## config.mk

```make
export PLATFORM = sky130hd
export DESIGN_NAME = sml_loader
export DESIGN_NICKNAME = d
export VERILOG_FILES = /design/src/sml_pkg.sv /design/src/sml_loader.sv
export SDC_FILE = /design/constraint.sdc
export NUM_CORES = 1
export LEC_CHECK = 0
export CORE_MARGIN = 2
export CORE_UTILIZATION = 45
export DETAILED_ROUTE_END_ITERATION = 10
export DONT_BUFFER_PORTS = 1
export GPL_TIMING_DRIVEN = 0
export PLACE_DENSITY = 0.73
export SYNTH_ARGS = -nofsm -noshare
export SYNTH_HDL_FRONTEND = slang
export SYNTH_SLANG_ARGS = --single-unit
```

## constraint.sdc

```tcl
create_clock -name clock -period 2.88 [get_ports clock]
set_input_delay 0.72 -clock clock [delete_from_list [all_inputs] [get_ports clock]]
set_output_delay 0.72 -clock clock [all_outputs]
set_load 0.005 [all_outputs]
```

## src/sml_pkg.sv

```systemverilog
// constants, field layouts and types of the serial modulation loader
// assumes a single 125 MHz clock domain; all pins arrive asynchronously
package sml_pkg;

    // ********************************************************
    // serial frame layout
    // ********************************************************
    localparam int ADDR_W = 4;
    localparam int SAMPLE_W = 12;
    localparam int FRAME_W = ADDR_W + SAMPLE_W;
    localparam int CNT_W = 5;
    localparam logic [4:0] FRAME_BITS = 5'h10;
    localparam logic [4:0] FREE_MIN_BITS = 5'h02;
    localparam logic [4:0] FREE_MAX_BITS = 5'h0c;
    localparam logic [4:0] CNT_SAT = 5'h1f;
    localparam logic [4:0] SAMPLE_W5 = 5'h0c;

    // ********************************************************
    // register addresses carried in the frame
    // ********************************************************
    localparam logic [3:0] ADDR_GENERAL = 4'h3;
    localparam logic [3:0] ADDR_MOD_CONTROL = 4'h5;
    localparam logic [3:0] ADDR_MOD_SAMPLE = 4'h6;

    // ********************************************************
    // field positions
    // ********************************************************
    localparam int CTRL_W = 6;
    localparam int GEN_MUX_LSB = 6;
    localparam int GEN_MUX_MSB = 8;
    localparam int GEN_TRI_BIT = 9;
    localparam logic [3:0] MAG_MAX = 4'hd;
    localparam int OFFSET_W = SAMPLE_W + 13;

    // ********************************************************
    // synchroniser lane indices
    // ********************************************************
    localparam int PIN_N = 9;
    localparam int PIN_SCLK = 0;
    localparam int PIN_SDATA = 1;
    localparam int PIN_MODIN = 2;
    localparam int PIN_LOADB = 3;
    localparam int PIN_MAIN_CMP = 4;
    localparam int PIN_AUX_CMP = 5;
    localparam int PIN_REF_OSC = 6;
    localparam int PIN_MAIN_REF = 7;
    localparam int PIN_AUX_REF = 8;

    // ********************************************************
    // types
    // ********************************************************
    typedef enum logic [2:0] {
        SML_MUX_REF_OSC = 3'h0,
        SML_MUX_AUX_REF = 3'h1,
        SML_MUX_MAIN_REF = 3'h2,
        SML_MUX_AUX_CMP = 3'h3,
        SML_MUX_MAIN_CMP = 3'h4,
        SML_MUX_LOOPBACK = 3'h5,
        SML_MUX_TEST = 3'h6,
        SML_MUX_UNUSED = 3'h7
    } sml_mux_t;

    typedef enum logic [1:0] {
        SML_LK_IDLE = 2'h0,
        SML_LK_SHIFT = 2'h1,
        SML_LK_LOAD = 2'h3
    } sml_link_t;

    // modulation control word, msb first as shifted in
    typedef struct packed {
        logic addr_disable;
        logic input_select;
        logic [3:0] magnitude;
    } sml_ctrl_t;

    typedef struct packed {
        sml_mux_t mux_select;
        logic tristate;
    } sml_gen_t;

endpackage
```

## src/sml_loader.sv

```systemverilog
// serial modulation loader: three-wire link, modulation unit, output mux
// assumes all pin inputs are asynchronous to clock and slow against 125 MHz
`timescale 1ns/100ps
module sml_loader (
    input wire logic clock,
    input wire logic rst_b,
    input wire logic serial_clock,
    input wire logic serial_data,
    input wire logic mod_in,
    input wire logic load_b,
    input wire logic main_compare_clock,
    input wire logic aux_compare_clock,
    input wire logic ref_osc,
    input wire logic main_ref,
    input wire logic aux_ref,
    output logic signed [sml_pkg::OFFSET_W-1:0] mod_offset_reg,
    output logic mod_update_reg,
    output logic frame_reject_reg,
    output logic mux_out_reg,
    output logic mux_oe_reg
);

    // ********************************************************
    // pin synchronisers
    // ********************************************************
    logic [sml_pkg::PIN_N-1:0] pin_meta_reg;
    logic [sml_pkg::PIN_N-1:0] pin_sync_reg;
    logic sclk_prev_reg;
    logic cmp_prev_reg;
    wire [sml_pkg::PIN_N-1:0] pin_raw = {aux_ref, main_ref, ref_osc, aux_compare_clock,
                                         main_compare_clock, load_b, mod_in, serial_data, serial_clock};

    always_ff @(posedge clock) begin
        pin_meta_reg <= pin_raw;
        pin_sync_reg <= pin_meta_reg;
    end

    always_ff @(posedge clock) begin
        if (!rst_b) begin
            sclk_prev_reg <= 1'b0;
            cmp_prev_reg <= 1'b0;
        end else begin
            sclk_prev_reg <= pin_sync_reg[sml_pkg::PIN_SCLK];
            cmp_prev_reg <= pin_sync_reg[sml_pkg::PIN_MAIN_CMP];
        end
    end

    wire sclk_rise = pin_sync_reg[sml_pkg::PIN_SCLK] & ~sclk_prev_reg;
    wire cmp_fall = ~pin_sync_reg[sml_pkg::PIN_MAIN_CMP] & cmp_prev_reg;
    wire load_low = ~pin_sync_reg[sml_pkg::PIN_LOADB];

    // ********************************************************
    // link state and shifting
    // ********************************************************
    sml_pkg::sml_link_t state_reg;
    sml_pkg::sml_link_t state_next;
    logic [sml_pkg::FRAME_W-1:0] main_shreg_reg;
    logic [sml_pkg::FRAME_W-1:0] alt_shreg_reg;
    logic [sml_pkg::CNT_W-1:0] count_reg;

    always_comb begin
        state_next = state_reg;
        unique case (state_reg)
            sml_pkg::SML_LK_IDLE: begin
                if (load_low) begin
                    state_next = sml_pkg::SML_LK_SHIFT;
                end
            end
            sml_pkg::SML_LK_SHIFT: begin
                if (!load_low) begin
                    state_next = sml_pkg::SML_LK_LOAD;
                end
            end
            sml_pkg::SML_LK_LOAD: begin
                state_next = sml_pkg::SML_LK_IDLE;
            end
            default: begin
                state_next = sml_pkg::SML_LK_IDLE;
            end
        endcase
    end

    wire shift_en = load_low & sclk_rise & (state_reg != sml_pkg::SML_LK_LOAD);

    always_ff @(posedge clock) begin
        if (!rst_b) begin
            state_reg <= sml_pkg::SML_LK_IDLE;
        end else begin
            state_reg <= state_next;
        end
    end

    always_ff @(posedge clock) begin
        if (!rst_b) begin
            main_shreg_reg <= '0;
            alt_shreg_reg <= '0;
        end else if (shift_en) begin
            main_shreg_reg <= {main_shreg_reg[sml_pkg::FRAME_W-2:0], pin_sync_reg[sml_pkg::PIN_SDATA]};
            alt_shreg_reg <= {alt_shreg_reg[sml_pkg::FRAME_W-2:0], pin_sync_reg[sml_pkg::PIN_MODIN]};
        end
    end

    always_ff @(posedge clock) begin
        if (!rst_b || state_reg == sml_pkg::SML_LK_LOAD) begin
            count_reg <= '0;
        end else if (shift_en && count_reg != sml_pkg::CNT_SAT) begin
            count_reg <= count_reg + 5'h01;
        end
    end

    // ********************************************************
    // frame decode
    // ********************************************************
    sml_pkg::sml_ctrl_t ctrl_reg;
    sml_pkg::sml_gen_t gen_reg;
    logic signed [sml_pkg::SAMPLE_W-1:0] sample_reg;
    logic signed [sml_pkg::SAMPLE_W-1:0] unit_reg;

    wire committing = state_reg == sml_pkg::SML_LK_LOAD;
    wire frame_full = count_reg == sml_pkg::FRAME_BITS;
    wire free_ok = count_reg >= sml_pkg::FREE_MIN_BITS && count_reg <= sml_pkg::FREE_MAX_BITS;
    wire free_mode = ctrl_reg.addr_disable;
    wire [sml_pkg::ADDR_W-1:0] main_addr = main_shreg_reg[sml_pkg::FRAME_W-1:sml_pkg::SAMPLE_W];
    wire [sml_pkg::ADDR_W-1:0] alt_addr = alt_shreg_reg[sml_pkg::FRAME_W-1:sml_pkg::SAMPLE_W];
    wire [sml_pkg::SAMPLE_W-1:0] main_word = main_shreg_reg[sml_pkg::SAMPLE_W-1:0];
    wire [sml_pkg::SAMPLE_W-1:0] alt_word = alt_shreg_reg[sml_pkg::SAMPLE_W-1:0];

    wire [sml_pkg::SAMPLE_W-1:0] free_src = ctrl_reg.input_select ? alt_word : main_word;
    wire [sml_pkg::CNT_W-1:0] ext_gap = sml_pkg::SAMPLE_W5 - count_reg;
    wire [3:0] ext_shift = ext_gap[3:0];
    wire [sml_pkg::SAMPLE_W-1:0] free_left = free_src << ext_shift;
    wire signed [sml_pkg::SAMPLE_W-1:0] free_ext = $signed(free_left) >>> ext_shift;

    wire load_free = committing & free_mode & free_ok;
    wire load_addr = committing & frame_full;
    wire wr_ctrl = load_addr & (main_addr == sml_pkg::ADDR_MOD_CONTROL);
    wire wr_gen = load_addr & (main_addr == sml_pkg::ADDR_GENERAL);
    wire wr_sample_main = load_addr & ~ctrl_reg.input_select & (main_addr == sml_pkg::ADDR_MOD_SAMPLE);
    wire wr_sample_alt = load_addr & ctrl_reg.input_select & (alt_addr == sml_pkg::ADDR_MOD_SAMPLE);
    wire reject_now = committing & free_mode & ~free_ok & ~frame_full;

    always_ff @(posedge clock) begin
        if (!rst_b) begin
            ctrl_reg <= '0;
            gen_reg <= '0;
        end else begin
            if (wr_ctrl) begin
                ctrl_reg <= main_word[sml_pkg::CTRL_W-1:0];
            end
            if (wr_gen) begin
                gen_reg.mux_select <= sml_pkg::sml_mux_t'(main_word[sml_pkg::GEN_MUX_MSB:sml_pkg::GEN_MUX_LSB]);
                gen_reg.tristate <= main_word[sml_pkg::GEN_TRI_BIT];
            end
        end
    end

    always_ff @(posedge clock) begin
        if (!rst_b) begin
            sample_reg <= '0;
        end else if (load_free) begin
            sample_reg <= free_ext;
        end else if (wr_sample_alt) begin
            sample_reg <= $signed(alt_word);
        end else if (wr_sample_main) begin
            sample_reg <= $signed(main_word);
        end
    end

    always_ff @(posedge clock) begin
        if (!rst_b) begin
            frame_reject_reg <= 1'b0;
        end else begin
            frame_reject_reg <= reject_now;
        end
    end

    // ********************************************************
    // modulation unit
    // ********************************************************
    wire [3:0] mag_eff = (ctrl_reg.magnitude > sml_pkg::MAG_MAX) ? sml_pkg::MAG_MAX : ctrl_reg.magnitude;
    wire signed [sml_pkg::OFFSET_W-1:0] unit_wide = sml_pkg::OFFSET_W'(unit_reg);
    wire signed [sml_pkg::OFFSET_W-1:0] unit_scaled = unit_wide <<< mag_eff;

    always_ff @(posedge clock) begin
        if (!rst_b) begin
            unit_reg <= '0;
            mod_offset_reg <= '0;
            mod_update_reg <= 1'b0;
        end else begin
            mod_update_reg <= cmp_fall;
            if (cmp_fall) begin
                unit_reg <= sample_reg;
                mod_offset_reg <= unit_scaled;
            end
        end
    end

    // ********************************************************
    // output multiplexer
    // ********************************************************
    logic mux_sel_w;

    always_comb begin
        unique case (gen_reg.mux_select)
            sml_pkg::SML_MUX_REF_OSC: mux_sel_w = pin_sync_reg[sml_pkg::PIN_REF_OSC];
            sml_pkg::SML_MUX_AUX_REF: mux_sel_w = pin_sync_reg[sml_pkg::PIN_AUX_REF];
            sml_pkg::SML_MUX_MAIN_REF: mux_sel_w = pin_sync_reg[sml_pkg::PIN_MAIN_REF];
            sml_pkg::SML_MUX_AUX_CMP: mux_sel_w = pin_sync_reg[sml_pkg::PIN_AUX_CMP];
            sml_pkg::SML_MUX_MAIN_CMP: mux_sel_w = pin_sync_reg[sml_pkg::PIN_MAIN_CMP];
            sml_pkg::SML_MUX_LOOPBACK: mux_sel_w = pin_sync_reg[sml_pkg::PIN_SDATA];
            sml_pkg::SML_MUX_TEST: mux_sel_w = main_shreg_reg[sml_pkg::FRAME_W-1];
            sml_pkg::SML_MUX_UNUSED: mux_sel_w = 1'b0;
        endcase
    end

    always_ff @(posedge clock) begin
        if (!rst_b) begin
            mux_out_reg <= 1'b0;
            mux_oe_reg <= 1'b0;
        end else begin
            mux_out_reg <= mux_sel_w;
            mux_oe_reg <= ~gen_reg.tristate;
        end
    end

    // ********************************************************
    // assertions
    // ********************************************************
    property p_update_on_fall;
        @(posedge clock) disable iff (!rst_b)
        cmp_fall |=> mod_update_reg && mod_offset_reg == ($past(unit_wide) <<< $past(mag_eff));
    endproperty
    a_update_on_fall: assert property (p_update_on_fall) else $error("offset not updated on fall");

    property p_two_fall_path;
        @(posedge clock) disable iff (!rst_b)
        cmp_fall |=> unit_reg == $past(sample_reg);
    endproperty
    a_two_fall_path: assert property (p_two_fall_path) else $error("sample not moved into unit");

    property p_idle_count;
        @(posedge clock) disable iff (!rst_b)
        state_reg == sml_pkg::SML_LK_IDLE |-> count_reg == 5'h00;
    endproperty
    a_idle_count: assert property (p_idle_count) else $error("edges counted outside strobe");

    property p_free_load;
        @(posedge clock) disable iff (!rst_b)
        load_free |=> sample_reg == $past(free_ext) && !frame_reject_reg;
    endproperty
    a_free_load: assert property (p_free_load) else $error("short sample not loaded");

    property p_reject;
        @(posedge clock) disable iff (!rst_b)
        (committing && free_mode && count_reg > sml_pkg::FREE_MAX_BITS && !frame_full)
        |=> frame_reject_reg && $stable(sample_reg);
    endproperty
    a_reject: assert property (p_reject) else $error("bad width not rejected");

    property p_ctrl_only_full;
        @(posedge clock) disable iff (!rst_b)
        !$stable(ctrl_reg) |-> $past(committing) && $past(count_reg) == sml_pkg::FRAME_BITS;
    endproperty
    a_ctrl_only_full: assert property (p_ctrl_only_full) else $error("control changed off frame");

    property p_alt_source;
        @(posedge clock) disable iff (!rst_b)
        (load_free && ctrl_reg.input_select && count_reg == sml_pkg::FREE_MAX_BITS)
        |=> sample_reg == $signed($past(alt_word));
    endproperty
    a_alt_source: assert property (p_alt_source) else $error("alternate pin not used");

    property p_mux_main_cmp;
        @(posedge clock) disable iff (!rst_b)
        gen_reg.mux_select == sml_pkg::SML_MUX_MAIN_CMP
        |=> mux_out_reg == $past(pin_sync_reg[sml_pkg::PIN_MAIN_CMP]);
    endproperty
    a_mux_main_cmp: assert property (p_mux_main_cmp) else $error("mux route wrong");

    property p_tristate;
        @(posedge clock) disable iff (!rst_b)
        gen_reg.tristate ##1 gen_reg.tristate |-> !mux_oe_reg;
    endproperty
    a_tristate: assert property (p_tristate) else $error("mux pin not tristated");

endmodule

```

; Yosys cells after proc, flatten, opt, wreduce, memory -nomap -nowiden
; Index checks and enable logic that the tools add are counted.
[word_totals]
output_inout_bits = 29
in_bits = 11
regBits = 122
word_cells = 85
[op_classes]
n_eq_ne = 18
bitwise_logic = 22
order_cmp = 3
shifts = 3
reduce_logical = 8
mux = 9
add_sub_neg = 2
[ops]
columns = operator, n
row1 = 2-to-1 mux 12 bit, 4
row2 = <<< shifter 12 x 4 -> 25 bit, 1
row3 = bitwise AND 1 bit, 15
row4 = == test 3 bit (second input constant), 4
row5 = == test 4 x 3 -> 1 bit (second input constant), 3
row6 = << shifter 12 x 4 -> 12 bit, 1
row7 = >>> shifter 12 x 4 -> 12 bit, 1
row8 = one-hot mux 1 bit (8 select lines), 1
row9 = inverter 1 bit, 7
row10 = == test 3 x 2 -> 1 bit (second input constant), 2
row11 = inequality test 2 bit (second input constant), 3
row12 = adder 5 x 1 -> 5 bit (second input constant), 1
row13 = == test 5 bit (second input constant), 1
row14 = greater-or-equal comparator 5 x 2 -> 1 bit (second input constant), 1
row15 = <= comparator 5 x 4 -> 1 bit (second input constant), 1
row16 = inequality test 5 bit (second input constant), 1
row17 = == test 4 x 2 -> 1 bit (second input constant), 1
row18 = greater-than comparator 4 bit (second input constant), 1
row19 = 2-to-1 mux 2 bit, 2
row20 = 2-to-1 mux 4 bit, 1
row21 = one-hot mux 2 bit (2 select lines), 1
row22 = subtractor 4 bit (first input constant), 1
row23 = == test 3 x 1 -> 1 bit (second input constant), 1
row24 = zero test 3 bit, 1
row25 = 8 further kinds, 9

; Depth between registers and ports, before layout
[logic_depth]
word_depth = 7
ltp_mapped = 14
ltp_nobuf = 9

; Least setup slack after synthesis
; OpenSTA, ideal clock, no wires.
[synth_timing]
path_kind = reg-to-reg
startpoint = register count_reg[0] in the netlist's numbering
endpoint = register sample_reg[1] in the netlist's numbering
n_path_buf = 5
arrival_time_ns = 3.033
t_required_ns = 2.760
setup_time_ns = 0.120
setup_slack_ns = -0.273
synth_period_minus_slack_ns = 3.153
path_stages_with_launch = 15
path_cell_list = dfxtp_1 -> buf_6 -> buf_12 -> buf_12 -> clkinv_1 -> ha_1 -> clkbuf_8 -> buf_2 -> mux4_2 -> mux2i_4 -> o32ai_1 -> a211oi_1 -> a21oi_1 -> o2111a_1 -> o31a_1
[synth_between]
elab_chain_cells = 6
elab_cells_between_ends = 16
cone_classes = add/sub: 1 / order compare: 2 / eq/ne: 1 / shift: 2 / mux: 2 / bitwise: 6 / reduce/logical: 2
[synth_rtl]
columns = element, line
row1 = start: declaration, sml_loader.sv:59  ; logic [sml_pkg::CNT_W-1:0] count_reg;
row2 = start signal: assignment, sml_loader.sv:107  ; count_reg <= count_reg + 5'h01;
row3 = branches (longest 6 deep; another with subtractor 4 bit), -
row4 = end signal: assignment, sml_loader.sv:161  ; sample_reg <= free_ext;
row5 = end signal: assignment, sml_loader.sv:163  ; sample_reg <= $signed(alt_word);
row6 = end signal: assignment, sml_loader.sv:165  ; sample_reg <= $signed(main_word);
row7 = end: declaration, sml_loader.sv:116  ; logic signed [sml_pkg::SAMPLE_W-1:0] sample_reg;
; Parallel ways; which one is timed is not known.
; A chain may end at the register's enable or synchronous reset.

; Worst setup path in the final report
; Ends and elaborated chain as after synthesis.

==> key figures <==
Layout
  • P&R area growth vs syn: 16.0%
  • Post-route design area: 7700 sq um
  • Post-Layout Cell Count: 977
  • Antenna diodes: 0
  • Fill count: roughly 1300
  • Share of cells above drive strength 1: 0.174
  • Utilization after layout: 0.532
  • Max reg flops: 25
  • Final net count: 795

Detailed routing
  • DR iter-0 viols: roughly 660
  • Routed WL: around 19000 microns
  • Routed vias: 5861
  • Antenna-violating nets left: 0
  • DRC Markers: 0
  • Initial DRT Pass Iterations: 5
  • Routed WL per cell: 18.9 microns
  • Via/cell ratio: roughly 6

Synthesis
  • Sequential fraction of the synthesis area: 0.368
  • Syn nets: 764
  • Asr flop ratio synth: 0
  • Mapped Area: 6640 sq um
  • Post-synth EDFFs: 0
  • Avg Cell Area, Syn: ~8.9 sq um
  • Yosys warnings: 0
  • Top post-synthesis cells by area: dfxtp_1 37%, mux2i_1 9.8%, nand2_1 7.4%
  • Distinct cells, synth: 75
  • Cells after Synth: about 750
  • Count leader, synth: nand2_1
  • Yosys reg bits: between 100 and 150
  • Synth cell count leaders: 130 x nand2_1, 122 x dfxtp_1, 76 x a21oi_1, 67 x nor2_1, 65 x mux2i_1
  • Area leader, netlist: dfxtp_1
  • Most used DFF post-synth: dfxtp_1
  • Area share of the largest cell type after synthesis: 0.368

Critical path
  • WP data arrival: between 3 and 4 ns
  • CP endpoint kind: register
  • Crit Path Max Fanout: 7
  • Critical path class: register to register
  • Crit start category: register
  • Required @ worst endpoint: about 3.2 ns

Pwr
  • PD cells: approximately 530 nW/um^2
  • Peak VDD IR: ~0.49 mV
  • Pleak: between 2 and 3 nW
  • Tot Pwr: 0.00408 W

Flow run
  • Max-cap violations: 0

Timing
  • RSZ-0062 raised after global routing: yes
  • Final slew viol count: 0
  • Slew HR: 0.534
  • Tcrit/Tclk final: 0.989
  • Setup violators final: 0
  • Min Tclk post-route: 2.85 ns
  • Worst Skew: slightly above 0.01 ns
  • PnR worst setup slack: approximately 0.032 ns
  • FMAX: 0.351 GHz
  • Final Hold Vio Count: 0
  • Tightest Pin Transition: 0.694 ns

Placed design
  • Final HPWL DP: 12800 microns
  • Routability cong.: 0.980
  • Cell Area, Placed: 6900 sq um
  • Place WS: -0.461 ns
  • Placed Instances: 933
  • Number of I/O port buffers: 0

Min path
  • HP Class: input pin to register

Die
  • Vert. Die Dim: 125 microns
  • Chip width: 125 microns
  • Io pins: 40
  • Initial core utilization: 0.458
  • Die area: 15700 sq um
  • Core area: between 10000 and 15000 sq um
  • # rows: between 40 and 50

Clock tree
  • CTS Buf Count: 17
  • CTS max path bufs: 2
  • Clock Sinks: 122
  • Clock Tree Root: clkbuf_16
  • Hold buffers post-CTS: 0
  • CTS HTree Levels: 4
  • CTS tree: done
  • Clk Latency, worst-skew pair: 0.42 ns
  • Clock slew at reported path FFs: ~0.06 ns

GRT
  • First-pass GRT wire length: 29200 microns
  • Largest net degree at the start of global routing: 17
  • Number of global-route vias before repair: 5398
  • Gr usage total: 0.233
  • Total grt overflow: 0
  • Initial antenna violation count: 0

Status
  • Run status: finished, final reports clean
cell families (layout without fill, tap and decap cells):
| group | after synthesis | after routing | synth area share |
|---|---|---|---|
| AOI/OAI and AO/OA | 182 | 182 | 0.180 |
| xor gates and xnor gates | 8 | 8 | 0.0162 |
| adders and majority gates | 4 | 4 | 0.00754 |
| buffers and inverters | 65 | 109 | 0.0598 |
| DFF | 122 | 122 | 0.368 |
| muxes | 97 | 97 | 0.184 |
| and+or+nand+nor | 271 | 271 | 0.185 |
repair_timing:
item,CTS,global route
gates cloned,0,0
endpoints found under the setup margin,22,16
setup buffers,9,4
gates resized for setup,9,26
pin swaps,5,11
placed cells by master (no fill, tap or decap), drive strengths merged, types with 12 or more instances in the layout:
cell type,instances
nand2,130
dfxtp,122
a21oi,76
nor2,67
mux2i,66
clkbuf,63
o21ai,28
buf,25
nor3,20
mux4,17
a211oi,16
nand3,15
mux2,14
inv,12
routing by layer:
layer / vias to the layer above / wire [microns] / track usage
li1: 2773 / - / -
met1: 2818 / 8460 / 0.330
met2: 237 / 8330 / 0.354
met3: 33 / 1470 / 0.0638
met4: 0 / 256 / 0.0556
met5: - / 0 / 0
critical path, stage by stage, from the launching register on:
cell	delay, ns
dfxtp_2	0.35
buf_8	0.11
buf_12	0.09
buf_12	0.10
clkinv_8	0.05
ha_4	0.33
mux4_2	0.54
mux2i_4	0.22
o32ai_2	0.12
a211oi_2	0.23
a21oi_2	0.07
o2111a_1	0.24
o31a_1	0.26
path summary, 6_finish.rpt:
path | from | slack [ns] | endpoint | cells past startpoint
setup / recovery | count_reg[0]$_SDFFE_PP0P_ | 0.03 | sample_reg[1]$_SDFFE_PN0P_ | 12
hold / removal | ref_osc | 0.32 | pin_meta_reg[6]$_DFF_P_ | 0
setup reg to reg | count_reg[0]$_SDFFE_PP0P_ | 0.03 | sample_reg[1]$_SDFFE_PN0P_ | 12
hold reg to reg | pin_meta_reg[1]$_DFF_P_ | 0.32 | pin_sync_reg[1]$_DFF_P_ | 0
power breakdown:
group | switching, W | total (W) | internal [W]
Combinational | 0.000204 | 0.000320 | 0.000117
Sequential | 0.0000176 | 0.00173 | 0.00171
Clock | 0.000828 | 0.00203 | 0.00120
stage by stage:
stage / hold slack (ns) / TNS, ns
after floorplan: 0.310 / -0.00920
after global placement: 0.312 / -4.41
after detailed placement: 0.312 / -4.75
after CTS: 0.312 / -0.0228
after global routing: 0.305 / -0.132
final: 0.325 / 0
final cells by class:
class                           instances  area, sq um  area share
Tap cell                              184          230      0.0299
Buffer                                 57          364      0.0473
Timing Repair Buffer                   13          101      0.0132
Sequential cell                       122         2440       0.318
Multi-Input combinational cell        562         3950       0.513
Clock buffer                           18          429      0.0558
Clock inverter                         14          134      0.0174
Inverter                                7         43.8     0.00569
Power figures use the tool's default switching activity.
